===== src/logic/reset_seq_pkg.sv =====
/*
 * constants shared by the reset and start-up sequencer: timing, register
 * indices, reset values, field positions, oscillator codes and states.
 * assumes a 200 MHz system clock.
 */
package reset_seq_pkg;

   // timing
   localparam int CLK_PERIOD_NS  = 5;
   localparam int POWER_UP_DELAY_TIMER_TIME_MS   = 72;
   localparam int RC_TICK_NS     = 1000;
   localparam int RC_DIV_CYCLES  = RC_TICK_NS / CLK_PERIOD_NS;
   localparam int POWER_UP_DELAY_TIMER_TICKS     = POWER_UP_DELAY_TIMER_TIME_MS * 1000000 / RC_TICK_NS;
   localparam int OST_CYCLES     = 1024;
   localparam int FILTER_CYCLES  = 4;

   // register indices, byte address is four times the index
   localparam logic [7:0] IDX_STATUS       = 8'h03;
   localparam logic [7:0] IDX_INTCTL       = 8'h0b;
   localparam logic [7:0] IDX_PFLAG        = 8'h0c;
   localparam logic [7:0] IDX_SCRATCH      = 8'h20;
   localparam logic [7:0] IDX_SEQ          = 8'h40;
   localparam logic [7:0] IDX_OPTION       = 8'h81;
   localparam logic [7:0] IDX_POWER_STATUS = 8'h8e;
   localparam logic [7:0] IDX_OSC_TRIM     = 8'h8f;

   // reset values
   localparam logic [7:0]  STATUS_POR       = 8'h18;
   localparam logic [7:0]  OPTION_RST       = 8'hff;
   localparam logic [7:0]  INTCTL_RST       = 8'h00;
   localparam logic [7:0]  PFLAG_RST        = 8'h00;
   localparam logic [7:0]  OSC_TRIM_POR     = 8'h80;
   localparam logic [7:0]  POWER_STATUS_POR = 8'h00;
   localparam logic [7:0]  SCRATCH_RST      = 8'h00;
   localparam logic [12:0] PC_RESET         = 13'h0000;
   localparam logic [12:0] PC_VECTOR        = 13'h0004;

   // field positions and masks
   localparam int         STATUS_TIMEOUT_BIT   = 4;
   localparam int         STATUS_POWERDOWN_BIT = 3;
   localparam int         POWER_ON_BIT         = 1;
   localparam int         INT_ENABLE_BIT       = 7;
   localparam int         INTCTL_KEEP_BIT      = 0;
   localparam logic [7:0] STATUS_UPPER_MASK    = 8'he0;
   localparam logic [7:0] STATUS_SW_MASK       = 8'he7;
   localparam logic [7:0] POWER_STATUS_MASK    = 8'h02;
   localparam logic [7:0] OSC_TRIM_MASK        = 8'hfc;

   // oscillator select codes
   localparam logic [2:0] OSC_LOW_POWER_CRYSTAL = 3'b000;
   localparam logic [2:0] OSC_STANDARD_CRYSTAL  = 3'b001;
   localparam logic [2:0] OSC_HIGH_SPEED_CRYSTAL = 3'b010;
   localparam logic [2:0] OSC_INTERNAL_RC_CLKOUT = 3'b101;
   localparam logic [2:0] OSC_EXTERNAL_RC_CLKOUT = 3'b111;

   typedef enum logic [4:0] {
      S_POR  = 5'b00001,
      S_POWER_UP_DELAY_TIMER = 5'b00010,
      S_OST  = 5'b00100,
      S_PIN  = 5'b01000,
      S_RUN  = 5'b10000
   } seq_state_e;

endpackage : reset_seq_pkg


===== src/logic/reset_pin_filter.sv =====
/*
 * synchroniser and glitch filter for the active-low external reset pin.
 * assumes the pin is asynchronous to clk.
 */
`timescale 1ns/1ps
`default_nettype none

module reset_pin_filter #(
   parameter int CYCLES = reset_seq_pkg::FILTER_CYCLES
) (
   // clock and reset
   input  wire logic clk,
   input  wire logic rst_n,
   // pin and result
   input  wire logic pin_n,
   output logic      filtered_n
);

   localparam int         CW   = $clog2(CYCLES + 1);
   localparam logic [CW-1:0] LAST = CW'(CYCLES - 1);

   typedef struct packed {
      logic          meta;
      logic          sync;
      logic          level;
      logic [CW-1:0] cnt;
   } filt_s;

   filt_s q;
   filt_s d;

   always_comb begin
      d      = q;
      d.meta = pin_n;
      d.sync = q.meta;
      // a new level must hold for CYCLES samples before it is taken
      if (q.sync == q.level) begin
         d.cnt = '0;
      end else if (q.cnt == LAST) begin
         d.level = q.sync;
         d.cnt   = '0;
      end else begin
         d.cnt = q.cnt + 1'b1;
      end
   end

   always_ff @(posedge clk or negedge rst_n) begin
      if (!rst_n) begin
         q <= '0;
      end else begin
         q <= d;
      end
   end

   assign filtered_n = q.level;

endmodule : reset_pin_filter
`default_nettype wire


===== src/logic/power_up_delay_timer.sv =====
/*
 * power-up delay timer: a slow rc-rate tick from a divider of clk drives
 * a tick counter; done rises after TICKS ticks and holds until restart.
 * assumes start is a one-cycle pulse on clk.
 */
`timescale 1ns/1ps
`default_nettype none

module power_up_delay_timer #(
   parameter int DIV   = reset_seq_pkg::RC_DIV_CYCLES,
   parameter int TICKS = reset_seq_pkg::POWER_UP_DELAY_TIMER_TICKS
) (
   // clock and reset
   input  wire logic clk,
   input  wire logic rst_n,
   // control
   input  wire logic start,
   output logic      done
);

   localparam int            DW       = $clog2(DIV + 1);
   localparam int            TW       = $clog2(TICKS + 1);
   localparam logic [DW-1:0] DIV_LAST = DW'(DIV - 1);
   localparam logic [TW-1:0] TCK_LAST = TW'(TICKS - 1);

   typedef struct packed {
      logic [DW-1:0] div;
      logic [TW-1:0] ticks;
      logic          running;
      logic          done;
   } tmr_s;

   tmr_s q;
   tmr_s d;

   always_comb begin
      d = q;
      if (start) begin
         d = '0;
         d.running = 1'b1;
      end else if (q.running) begin
         if (q.div == DIV_LAST) begin
            d.div = '0;
            // one rc tick
            if (q.ticks == TCK_LAST) begin
               d.running = 1'b0;
               d.done    = 1'b1;
            end else begin
               d.ticks = q.ticks + 1'b1;
            end
         end else begin
            d.div = q.div + 1'b1;
         end
      end
   end

   always_ff @(posedge clk or negedge rst_n) begin
      if (!rst_n) begin
         q <= '0;
      end else begin
         q <= d;
      end
   end

   assign done = q.done;

endmodule : power_up_delay_timer
`default_nettype wire


===== src/logic/reset_and_startup_sequencer.sv =====
/*
 * reset and start-up sequencer: tells reset causes apart, runs the
 * power-up delay and oscillator start-up count, keeps cause flags and
 * per-cause reset values of the special registers, Avalon-MM slave.
 * assumes watchdog and wake inputs come from logic on clk; the supply
 * detector, reset pin and oscillator input are asynchronous.
 */
`timescale 1ns/1ps
`default_nettype none

// Function
// - separate power-on, pin reset running, pin reset in sleep, watchdog reset
// - resets load reset values; watchdog wake-up leaves registers untouched
// - some registers are never initialised by any reset
// - reset pin passes a noise filter before it acts
// - watchdog reset acts internally, never drives the reset pin
// - supply rise makes an internal power-on reset pulse
// - after power-on the power-up delay holds reset nominal 72 ms
// - active-low enable bit selects power-up delay, high skips it
// - after power-up delay count 1024 oscillator input cycles
// - start-up count only in crystal modes, on power-on or wake-up
// - power-up delay after power-on pulse, then start-up count
// - rc mode with delay disabled gives no start-up delay
// - delays run from power-on pulse; low pin just holds execution
// - power-on clears power-on flag bit 1, else unchanged
// - timeout and power-down flags record the reset cause
// - program counter 000h on reset; wake resumes or vectors 0004h
// - status 0001 1xxx on power-on, upper forced otherwise
// - option, interrupt control and trim reset values per cause
// - interrupt wake-up sets the waking flag bits only
// - every reset clears the global interrupt enable
// - rc-with-clock-out codes are 101 and 111
module reset_and_startup_sequencer #(
   parameter int FILTER_CYCLES = reset_seq_pkg::FILTER_CYCLES,
   parameter int RC_DIV_CYCLES = reset_seq_pkg::RC_DIV_CYCLES,
   parameter int POWER_UP_DELAY_TIMER_TICKS    = reset_seq_pkg::POWER_UP_DELAY_TIMER_TICKS,
   parameter int OST_CYCLES    = reset_seq_pkg::OST_CYCLES
) (
   // clock and reset
   input  wire logic        clk,
   input  wire logic        rst_n,
   // pins and detector
   input  wire logic        supply_rise_por,
   input  wire logic        external_reset_pin_n,
   input  wire logic        oscillator_input_pin,
   // configuration
   input  wire logic [2:0]  osc_select_field,
   input  wire logic        power_up_delay_enable_n,
   // core events
   input  wire logic        watchdog_timeout,
   input  wire logic        in_sleep,
   input  wire logic        interrupt_wake,
   input  wire logic [2:0]  wake_intctl_flags,
   input  wire logic [7:0]  wake_periph_flags,
   input  wire logic [12:0] pc_current,
   // core control
   output logic             chip_reset_n,
   output logic             core_run,
   output logic             pc_load,
   output logic [12:0]      pc_load_value,
   // avalon-mm slave
   input  wire logic [9:0]  avs_address,
   input  wire logic        avs_read,
   input  wire logic        avs_write,
   input  wire logic [3:0]  avs_byteenable,
   input  wire logic [31:0] avs_writedata,
   output logic [31:0]      avs_readdata,
   output logic             avs_waitrequest
);

   localparam int            OW       = $clog2(OST_CYCLES + 1);
   localparam logic [OW-1:0] OST_LAST = OW'(OST_CYCLES - 1);

   typedef struct packed {
      reset_seq_pkg::seq_state_e state;
      logic          por_meta;
      logic          por_sync;
      logic          osc_meta;
      logic          osc_sync;
      logic          osc_prev;
      logic [OW-1:0] ost_cnt;
      logic          wake_pending;
      logic [12:0]   wake_pc;
      logic          chip_reset_n;
      logic          core_run;
      logic          pc_load;
      logic [12:0]   pc_value;
      logic [7:0]    status;
      logic [7:0]    option;
      logic [7:0]    intctl;
      logic [7:0]    pflag;
      logic [7:0]    osc_trim;
      logic [7:0]    power_status;
      logic [7:0]    scratch;
      logic          waitrequest;
      logic [31:0]   readdata;
   } seq_s;

   seq_s q;
   seq_s d;

   logic pin_ok_n;
   logic power_up_delay_timer_done;
   logic power_up_delay_timer_start;

   ////////////////////////////////////////////////////////////////////////
   // pin filter and power-up delay timer

   reset_pin_filter #(
      .CYCLES     (FILTER_CYCLES)
   ) u_filter (
      .clk        (clk),
      .rst_n      (rst_n),
      .pin_n      (external_reset_pin_n),
      .filtered_n (pin_ok_n)
   );

   power_up_delay_timer #(
      .DIV   (RC_DIV_CYCLES),
      .TICKS (POWER_UP_DELAY_TIMER_TICKS)
   ) u_power_up_delay_timer (
      .clk   (clk),
      .rst_n (rst_n),
      .start (power_up_delay_timer_start),
      .done  (power_up_delay_timer_done)
   );

   ////////////////////////////////////////////////////////////////////////
   // helpers

   function automatic logic is_crystal(input logic [2:0] sel);
      is_crystal = (sel == reset_seq_pkg::OSC_LOW_POWER_CRYSTAL) ||
                   (sel == reset_seq_pkg::OSC_STANDARD_CRYSTAL) ||
                   (sel == reset_seq_pkg::OSC_HIGH_SPEED_CRYSTAL);
   endfunction : is_crystal

   function automatic logic [7:0] reg_read(input seq_s s,
                                           input logic [7:0] idx);
      case (idx)
         reset_seq_pkg::IDX_STATUS:       reg_read = s.status;
         reset_seq_pkg::IDX_INTCTL:       reg_read = s.intctl;
         reset_seq_pkg::IDX_PFLAG:        reg_read = s.pflag;
         reset_seq_pkg::IDX_SCRATCH:      reg_read = s.scratch;
         reset_seq_pkg::IDX_SEQ:          reg_read = {3'h0, s.state};
         reset_seq_pkg::IDX_OPTION:       reg_read = s.option;
         reset_seq_pkg::IDX_POWER_STATUS: reg_read = s.power_status;
         reset_seq_pkg::IDX_OSC_TRIM:     reg_read = s.osc_trim;
         default:                         reg_read = 8'h00;
      endcase
   endfunction : reg_read

   ////////////////////////////////////////////////////////////////////////
   // next state

   always_comb begin
      logic       crystal;
      logic       osc_rise;
      logic       sleeping;
      logic [7:0] idx;
      logic [7:0] wd;
      logic       rst_evt;
      crystal  = 1'b0;
      osc_rise = 1'b0;
      sleeping = 1'b0;
      idx      = 8'h00;
      wd       = 8'h00;
      rst_evt  = 1'b0;

      d          = q;
      d.pc_load  = 1'b0;
      power_up_delay_timer_start = 1'b0;
      d.por_meta = supply_rise_por;
      d.por_sync = q.por_meta;
      d.osc_meta = oscillator_input_pin;
      d.osc_sync = q.osc_meta;
      d.osc_prev = q.osc_sync;
      crystal  = is_crystal(osc_select_field);
      osc_rise = q.osc_sync & ~q.osc_prev;
      sleeping = in_sleep | q.wake_pending;
      idx      = avs_address[9:2];
      wd       = avs_writedata[7:0];

      // bus: answer one cycle after the request, write at the edge that ends the answer cycle
      if ((avs_read || avs_write) && q.waitrequest) begin
         d.waitrequest = 1'b0;
         if (avs_read) begin
            d.readdata = {24'h0, reg_read(q, idx)};
         end
      end else begin
         d.waitrequest = 1'b1;
         if (avs_write && !q.waitrequest && avs_byteenable[0]) begin
            case (idx)
               reset_seq_pkg::IDX_STATUS:
                  d.status = (q.status & ~reset_seq_pkg::STATUS_SW_MASK) |
                             (wd & reset_seq_pkg::STATUS_SW_MASK);
               reset_seq_pkg::IDX_INTCTL:       d.intctl  = wd;
               reset_seq_pkg::IDX_PFLAG:        d.pflag   = wd;
               reset_seq_pkg::IDX_SCRATCH:      d.scratch = wd;
               reset_seq_pkg::IDX_OPTION:       d.option  = wd;
               reset_seq_pkg::IDX_POWER_STATUS:
                  d.power_status = wd & reset_seq_pkg::POWER_STATUS_MASK;
               reset_seq_pkg::IDX_OSC_TRIM:
                  d.osc_trim = wd & reset_seq_pkg::OSC_TRIM_MASK;
               default: ;
            endcase
         end
      end

      // start-up sequence
      case (q.state)
         reset_seq_pkg::S_POR: begin
            if (!q.por_sync) begin
               if (!power_up_delay_enable_n) begin
                  d.state    = reset_seq_pkg::S_POWER_UP_DELAY_TIMER;
                  power_up_delay_timer_start = 1'b1;
               end else if (crystal) begin
                  d.state   = reset_seq_pkg::S_OST;
                  d.ost_cnt = '0;
               end else begin
                  d.state = reset_seq_pkg::S_PIN;
               end
            end
         end
         reset_seq_pkg::S_POWER_UP_DELAY_TIMER: begin
            if (power_up_delay_timer_done) begin
               d.ost_cnt = '0;
               d.state   = crystal ? reset_seq_pkg::S_OST
                                   : reset_seq_pkg::S_PIN;
            end
         end
         reset_seq_pkg::S_OST: begin
            if (osc_rise) begin
               if (q.ost_cnt == OST_LAST) begin
                  if (q.wake_pending) begin
                     d.state        = reset_seq_pkg::S_RUN;
                     d.core_run     = 1'b1;
                     d.pc_load      = 1'b1;
                     d.pc_value     = q.wake_pc;
                     d.wake_pending = 1'b0;
                  end else begin
                     d.state = reset_seq_pkg::S_PIN;
                  end
               end else begin
                  d.ost_cnt = q.ost_cnt + 1'b1;
               end
            end
         end
         reset_seq_pkg::S_PIN: begin
            // delays already over, execution waits only for the pin
            if (pin_ok_n) begin
               d.state        = reset_seq_pkg::S_RUN;
               d.chip_reset_n = 1'b1;
               d.core_run     = 1'b1;
            end
         end
         reset_seq_pkg::S_RUN: ;
         default: d.state = reset_seq_pkg::S_POR;
      endcase

      // reset causes, power-on first; events win over bus writes
      if (q.por_sync) begin
         d.state        = reset_seq_pkg::S_POR;
         d.wake_pending = 1'b0;
         d.chip_reset_n = 1'b0;
         d.core_run     = 1'b0;
         d.pc_load      = 1'b1;
         d.pc_value     = reset_seq_pkg::PC_RESET;
         d.status       = reset_seq_pkg::STATUS_POR;
         d.option       = reset_seq_pkg::OPTION_RST;
         d.intctl       = reset_seq_pkg::INTCTL_RST;
         d.pflag        = reset_seq_pkg::PFLAG_RST;
         d.osc_trim     = reset_seq_pkg::OSC_TRIM_POR;
         d.power_status = reset_seq_pkg::POWER_STATUS_POR;
      end else if (q.chip_reset_n && !pin_ok_n) begin
         rst_evt = 1'b1;
         if (sleeping) begin
            d.status[reset_seq_pkg::STATUS_TIMEOUT_BIT]   = 1'b1;
            d.status[reset_seq_pkg::STATUS_POWERDOWN_BIT] = 1'b0;
         end
      end else if (q.chip_reset_n && watchdog_timeout) begin
         if (sleeping) begin
            // wake-up: registers untouched, resume at next address
            d.status[reset_seq_pkg::STATUS_TIMEOUT_BIT]   = 1'b0;
            d.status[reset_seq_pkg::STATUS_POWERDOWN_BIT] = 1'b0;
            d.wake_pc = pc_current + 13'h0001;
            d.state   = reset_seq_pkg::S_OST;
         end else begin
            // internal only, the pin stays an input
            rst_evt = 1'b1;
            d.status[reset_seq_pkg::STATUS_TIMEOUT_BIT]   = 1'b0;
            d.status[reset_seq_pkg::STATUS_POWERDOWN_BIT] = 1'b1;
         end
      end else if (q.chip_reset_n && interrupt_wake && in_sleep &&
                   q.state == reset_seq_pkg::S_RUN) begin
         d.status[reset_seq_pkg::STATUS_TIMEOUT_BIT]   = 1'b1;
         d.status[reset_seq_pkg::STATUS_POWERDOWN_BIT] = 1'b0;
         d.intctl[2:0] = d.intctl[2:0] | wake_intctl_flags;
         d.pflag       = d.pflag | wake_periph_flags;
         d.wake_pc = q.intctl[reset_seq_pkg::INT_ENABLE_BIT]
                   ? reset_seq_pkg::PC_VECTOR
                   : pc_current + 13'h0001;
         d.state   = reset_seq_pkg::S_OST;
      end

      // wake-up: start-up count only for a crystal
      if (d.state == reset_seq_pkg::S_OST && q.state == reset_seq_pkg::S_RUN
          && !rst_evt) begin
         d.ost_cnt = '0;
         if (crystal) begin
            d.wake_pending = 1'b1;
            d.core_run     = 1'b0;
         end else begin
            d.state    = reset_seq_pkg::S_RUN;
            d.pc_load  = 1'b1;
            d.pc_value = d.wake_pc;
         end
      end

      // pin and watchdog resets share the register reset values
      if (rst_evt) begin
         d.state        = reset_seq_pkg::S_PIN;
         d.wake_pending = 1'b0;
         d.chip_reset_n = 1'b0;
         d.core_run     = 1'b0;
         d.pc_load      = 1'b1;
         d.pc_value     = reset_seq_pkg::PC_RESET;
         d.status       = d.status & ~reset_seq_pkg::STATUS_UPPER_MASK;
         d.option       = reset_seq_pkg::OPTION_RST;
         d.intctl       = {7'h00, q.intctl[reset_seq_pkg::INTCTL_KEEP_BIT]};
         d.pflag        = reset_seq_pkg::PFLAG_RST;
      end
      // scratch is never touched by any cause
   end

   always_ff @(posedge clk or negedge rst_n) begin
      if (!rst_n) begin
         q              <= '0;
         q.state        <= reset_seq_pkg::S_POR;
         q.status       <= reset_seq_pkg::STATUS_POR;
         q.option       <= reset_seq_pkg::OPTION_RST;
         q.intctl       <= reset_seq_pkg::INTCTL_RST;
         q.pflag        <= reset_seq_pkg::PFLAG_RST;
         q.osc_trim     <= reset_seq_pkg::OSC_TRIM_POR;
         q.power_status <= reset_seq_pkg::POWER_STATUS_POR;
         q.scratch      <= reset_seq_pkg::SCRATCH_RST;
         q.pc_value     <= reset_seq_pkg::PC_RESET;
         q.waitrequest  <= 1'b1;
      end else begin
         q <= d;
      end
   end

   ////////////////////////////////////////////////////////////////////////
   // outputs

   assign chip_reset_n    = q.chip_reset_n;
   assign core_run        = q.core_run;
   assign pc_load         = q.pc_load;
   assign pc_load_value   = q.pc_value;
   assign avs_readdata    = q.readdata;
   assign avs_waitrequest = q.waitrequest;

endmodule : reset_and_startup_sequencer
`default_nettype wire


===== config.mk =====
export PLATFORM = sky130hd
export DESIGN_NAME = reset_and_startup_sequencer
export DESIGN_NICKNAME = d
export VERILOG_FILES = /design/src/logic/reset_seq_pkg.sv /design/src/logic/reset_pin_filter.sv /design/src/logic/power_up_delay_timer.sv /design/src/logic/reset_and_startup_sequencer.sv
export SDC_FILE = /design/constraint.sdc
export NUM_CORES = 1
export LEC_CHECK = 0
export ABC_AREA = 1
export BUFFER_PORTS_ARGS = -buffer_cell sky130_fd_sc_hd__buf_4
export CAP_MARGIN = 20
export CELL_PAD_IN_SITES_DETAIL_PLACEMENT = 0
export CELL_PAD_IN_SITES_GLOBAL_PLACEMENT = 1
export CORE_UTILIZATION = 35
export DETAILED_ROUTE_END_ITERATION = 8
export PLACE_DENSITY = 0.78
export SYNTH_ARGS = -nofsm -noshare
export SYNTH_HDL_FRONTEND = slang
export SYNTH_SLANG_ARGS = --single-unit

===== constraint.sdc =====
create_clock -name clk -period 2.1 [get_ports clk]
set_input_delay 0.63 -clock clk [delete_from_list [all_inputs] [get_ports clk]]
set_output_delay 0.63 -clock clk [all_outputs]
set_load 0.05 [all_outputs]

==> metrics.csv <==
metric;value;unit
drt-pass1-iter-count;5;
fin_worst_skew;0.01036;ns
outcome;complete, no violations;
finalHoldViolCount;0;
cp_max_fo;11;
synth-simple-area-share;32.30;%
synth_fa_ha_area_share;0.7596;%
period_needed;1.962;ns
die_height;155.4;µm
pin_count;133;
crit_required;2.41;ns
crit_top_cell;nand2_1;
clockRootBuffer;clkbuf_16;
critPathMaxStageDelay;0.53;ns
hold_class;in2async;
power.leakage;5.004;nW
synth_edf_count;0;
synth-seq-cells;140;
finish.utilization;44.45;%
fmax;509.8;MHz
cts-buffers-inserted;17;
rows;55;
worst_ir_drop_vdd;485.0;µV
clk_pin_slew;0.06;ns
placed_cells;1515;
ys_warn_count;0;
reg2reg_slack;0.14;ns
muxShareOfSynthArea;0;%
stdcell_area;10160;µm²
grt_pass1_vias;6992;
cts_tree;built;
grt_max_degree;100;
placeableCoreArea;22850;µm²
gp_congestion;0.8234;
critical_path.reg2reg.endpoint;u_power_up_delay_timer.q[15];
syn_to_final_growth;23.32;%
io_buffers;79;
ant_nets;0;
hpwl;16.94;mm
drive_gt1_share;21.21;%
crit_start;q[135];
drt-initial-drc-count;475;
holdWs;0.1478;ns
stdcell_count;1548;
seq_area_frac_synth;42.74;%
ys_types;54;
die_area;24150;µm²
fin_crit_sh;93.40;%
fp.dieW;155.4;µm
clk_latency;0.43;ns
fin_nets;1311;
crit_path_cell_trace;inv_1, nor2_2, nand3_2, inv_2, nand2_1, nor2_4, inv_2, buf_4, nand2_1, nand3_1, nand2_1, a21oi_1;
grt_use_total;19.32;%
power;7.709;mW
start_kind;register;
slew_headroom;60.30;%
via_count;7466;
yosys_most_used_dff;dfrtp_1;
finalMaxSlewViolations;0;
place_area;9502;µm²
synth_top_family_by_area;simple AND/OR/NAND/NOR gates;
crit_path_end_kind;register;
crit_slowest_cell;dfstp_2;
synthCells;1085;
start_util;36.05;%
antenna_found_initial;0;
pre_cts_ws;-0.02358;ns
worstReg2RegStart;q[135];
critPathKind;reg2reg;
route.detailed.drc;0;
cp.arrival;2.27;ns
timing.final.ws_setup;0.1385;ns
routed_via_density;4.823;
grt_pass1_wl;36.57;mm
pwr_density_cell;759.1;nW/µm²
r2r_cells;12;
ys_async_sr_fraction;100.0;%
drt-total-wl;22.53;mm
max-cap-violations;0;
rsz0062_at_grt;false;
worst_pin_slew;0.5954;ns
htree_levels;4;
synth_compound_area_share;10.71;%
grt_overflow_total;0;
synth_area;8235;µm²
synthXorXnorAreaFrac;2.021;%
num_antenna_cells;0;
setup_viol;0;
clk_path_buf_depth;2;
wire_per_inst;14.55;µm
tns;0;ns
avgSynthCellArea;7.590;µm²
cts_sinks;140;
==> synthesized netlist by cell type, types with 5 or more instances <==
cell type	count	area, µm²
inv_1	112	420.4
nor3_1	27	135.1
inv_2	8	30.03
clkbuf_1	7	26.28
a221oi_1	7	61.31
nor4_1	5	31.28
o21ai_0	64	320.3
nand2_2	7	43.79
o22ai_1	5	31.28
nor2_1	108	405.4
nand2_1	291	1092
nand3_1	67	335.3
dfrtp_1	127	3178
nor2_4	6	67.56
nor3_4	5	81.33
buf_4	46	345.3
buf_2	5	25.02
buf_6	7	78.83
ha_1	5	62.56
xor2_1	15	131.4
nand4_1	32	200.2
or2_2	6	37.54
dfstp_2	13	341.6
a21oi_1	53	265.3
==> registers in the layout, indices dropped and copies added, names as in the netlist <==
signal                       flops
pc_load_value                   13
d                                3
core_run                         1
chip_reset_n                     1
u_filter.q                       4
u_filter.d                       1
u_power_up_delay_timer.q        26
pc_load                          1
avs_readdata                     8
q                               79
u_power_up_delay_timer.done      1
u_filter.filtered_n              1
avs_waitrequest                  1
==> routing by layer <==
metal | vias to the layer above | track usage (%) | part of all wire (%)
met3 | 18 | 3.621 | 4.9
li1 | 3763 | - | -
met4 | 0 | 5.042 | 1.3
met2 | 166 | 30.30 | 46
met5 | - | 0 | 0
met1 | 3519 | 27.26 | 48
==> power by group <==
group	internal, mW	switching [mW]	total, mW
Combinational	0.547	0.964	1.51
Clock	1.89	1.29	3.17
Sequential	2.90	0.127	3.02
==> logic make-up after synthesis <==
logic type / after synthesis
flops: 140
fa+ha+maj: 5
simple gates: 577
compound gates: 154
other cells: 1
xor+xnor: 19
buf+inv: 189
==> how the worst max path moves through the flow <==
stage / depth (start not counted) / end / slack (ns)
after floorplan: 12 / q[119] / 0.12
after global placement: 11 / pc_load_value[1] / 0.0009
after detailed placement: 11 / pc_load_value[1] / -0.02
after CTS: 11 / u_power_up_delay_timer.q[15] / 0.06
after global routing: 12 / u_power_up_delay_timer.q[7] / 0.02
final: 12 / u_power_up_delay_timer.q[15] / 0.14
==> worst max-delay path, delay by kind of cell (launching register included) <==
kind	cells	cell delay (ns)
flip-flops	1	0.53
AND/OR/NAND/NOR	7	0.79
buffers and inverters	4	0.48
AO/OA/AOI/OAI	1	0.04
==> final cells by class <==
cell class	count	area, µm²
fill	2351	12690
tap	313	391.6
multi-input combinational	779	3891
sequential	140	3520
inverter	123	461.7
clock buffer	17	425.4
clock inverter	15	187.7
timing repair buffer	161	1279
==> repair_timing <==
action                     CTS  global route
gates resized for setup      0             8
setup endpoints to repair    0            30
buffers inserted             0             1
hold buffers                 0             0
==> cell usage in the layout, fill, tap and decap left out, types with 7 or more instances in the layout <==
cell type,n
a21oi_1,53
clkbuf_16,17
dfstp_2,13
conb_1,24
nor3_1,27
o21ai_0,64
nand4_1,32
nor2_1,107
dfrtp_1,127
inv_1,112
nand3_1,66
nand2_1,290
a221oi_1,7
buf_4,154
inv_2,8
xor2_1,15
No activity file was read; power rests on OpenSTA's default activity.
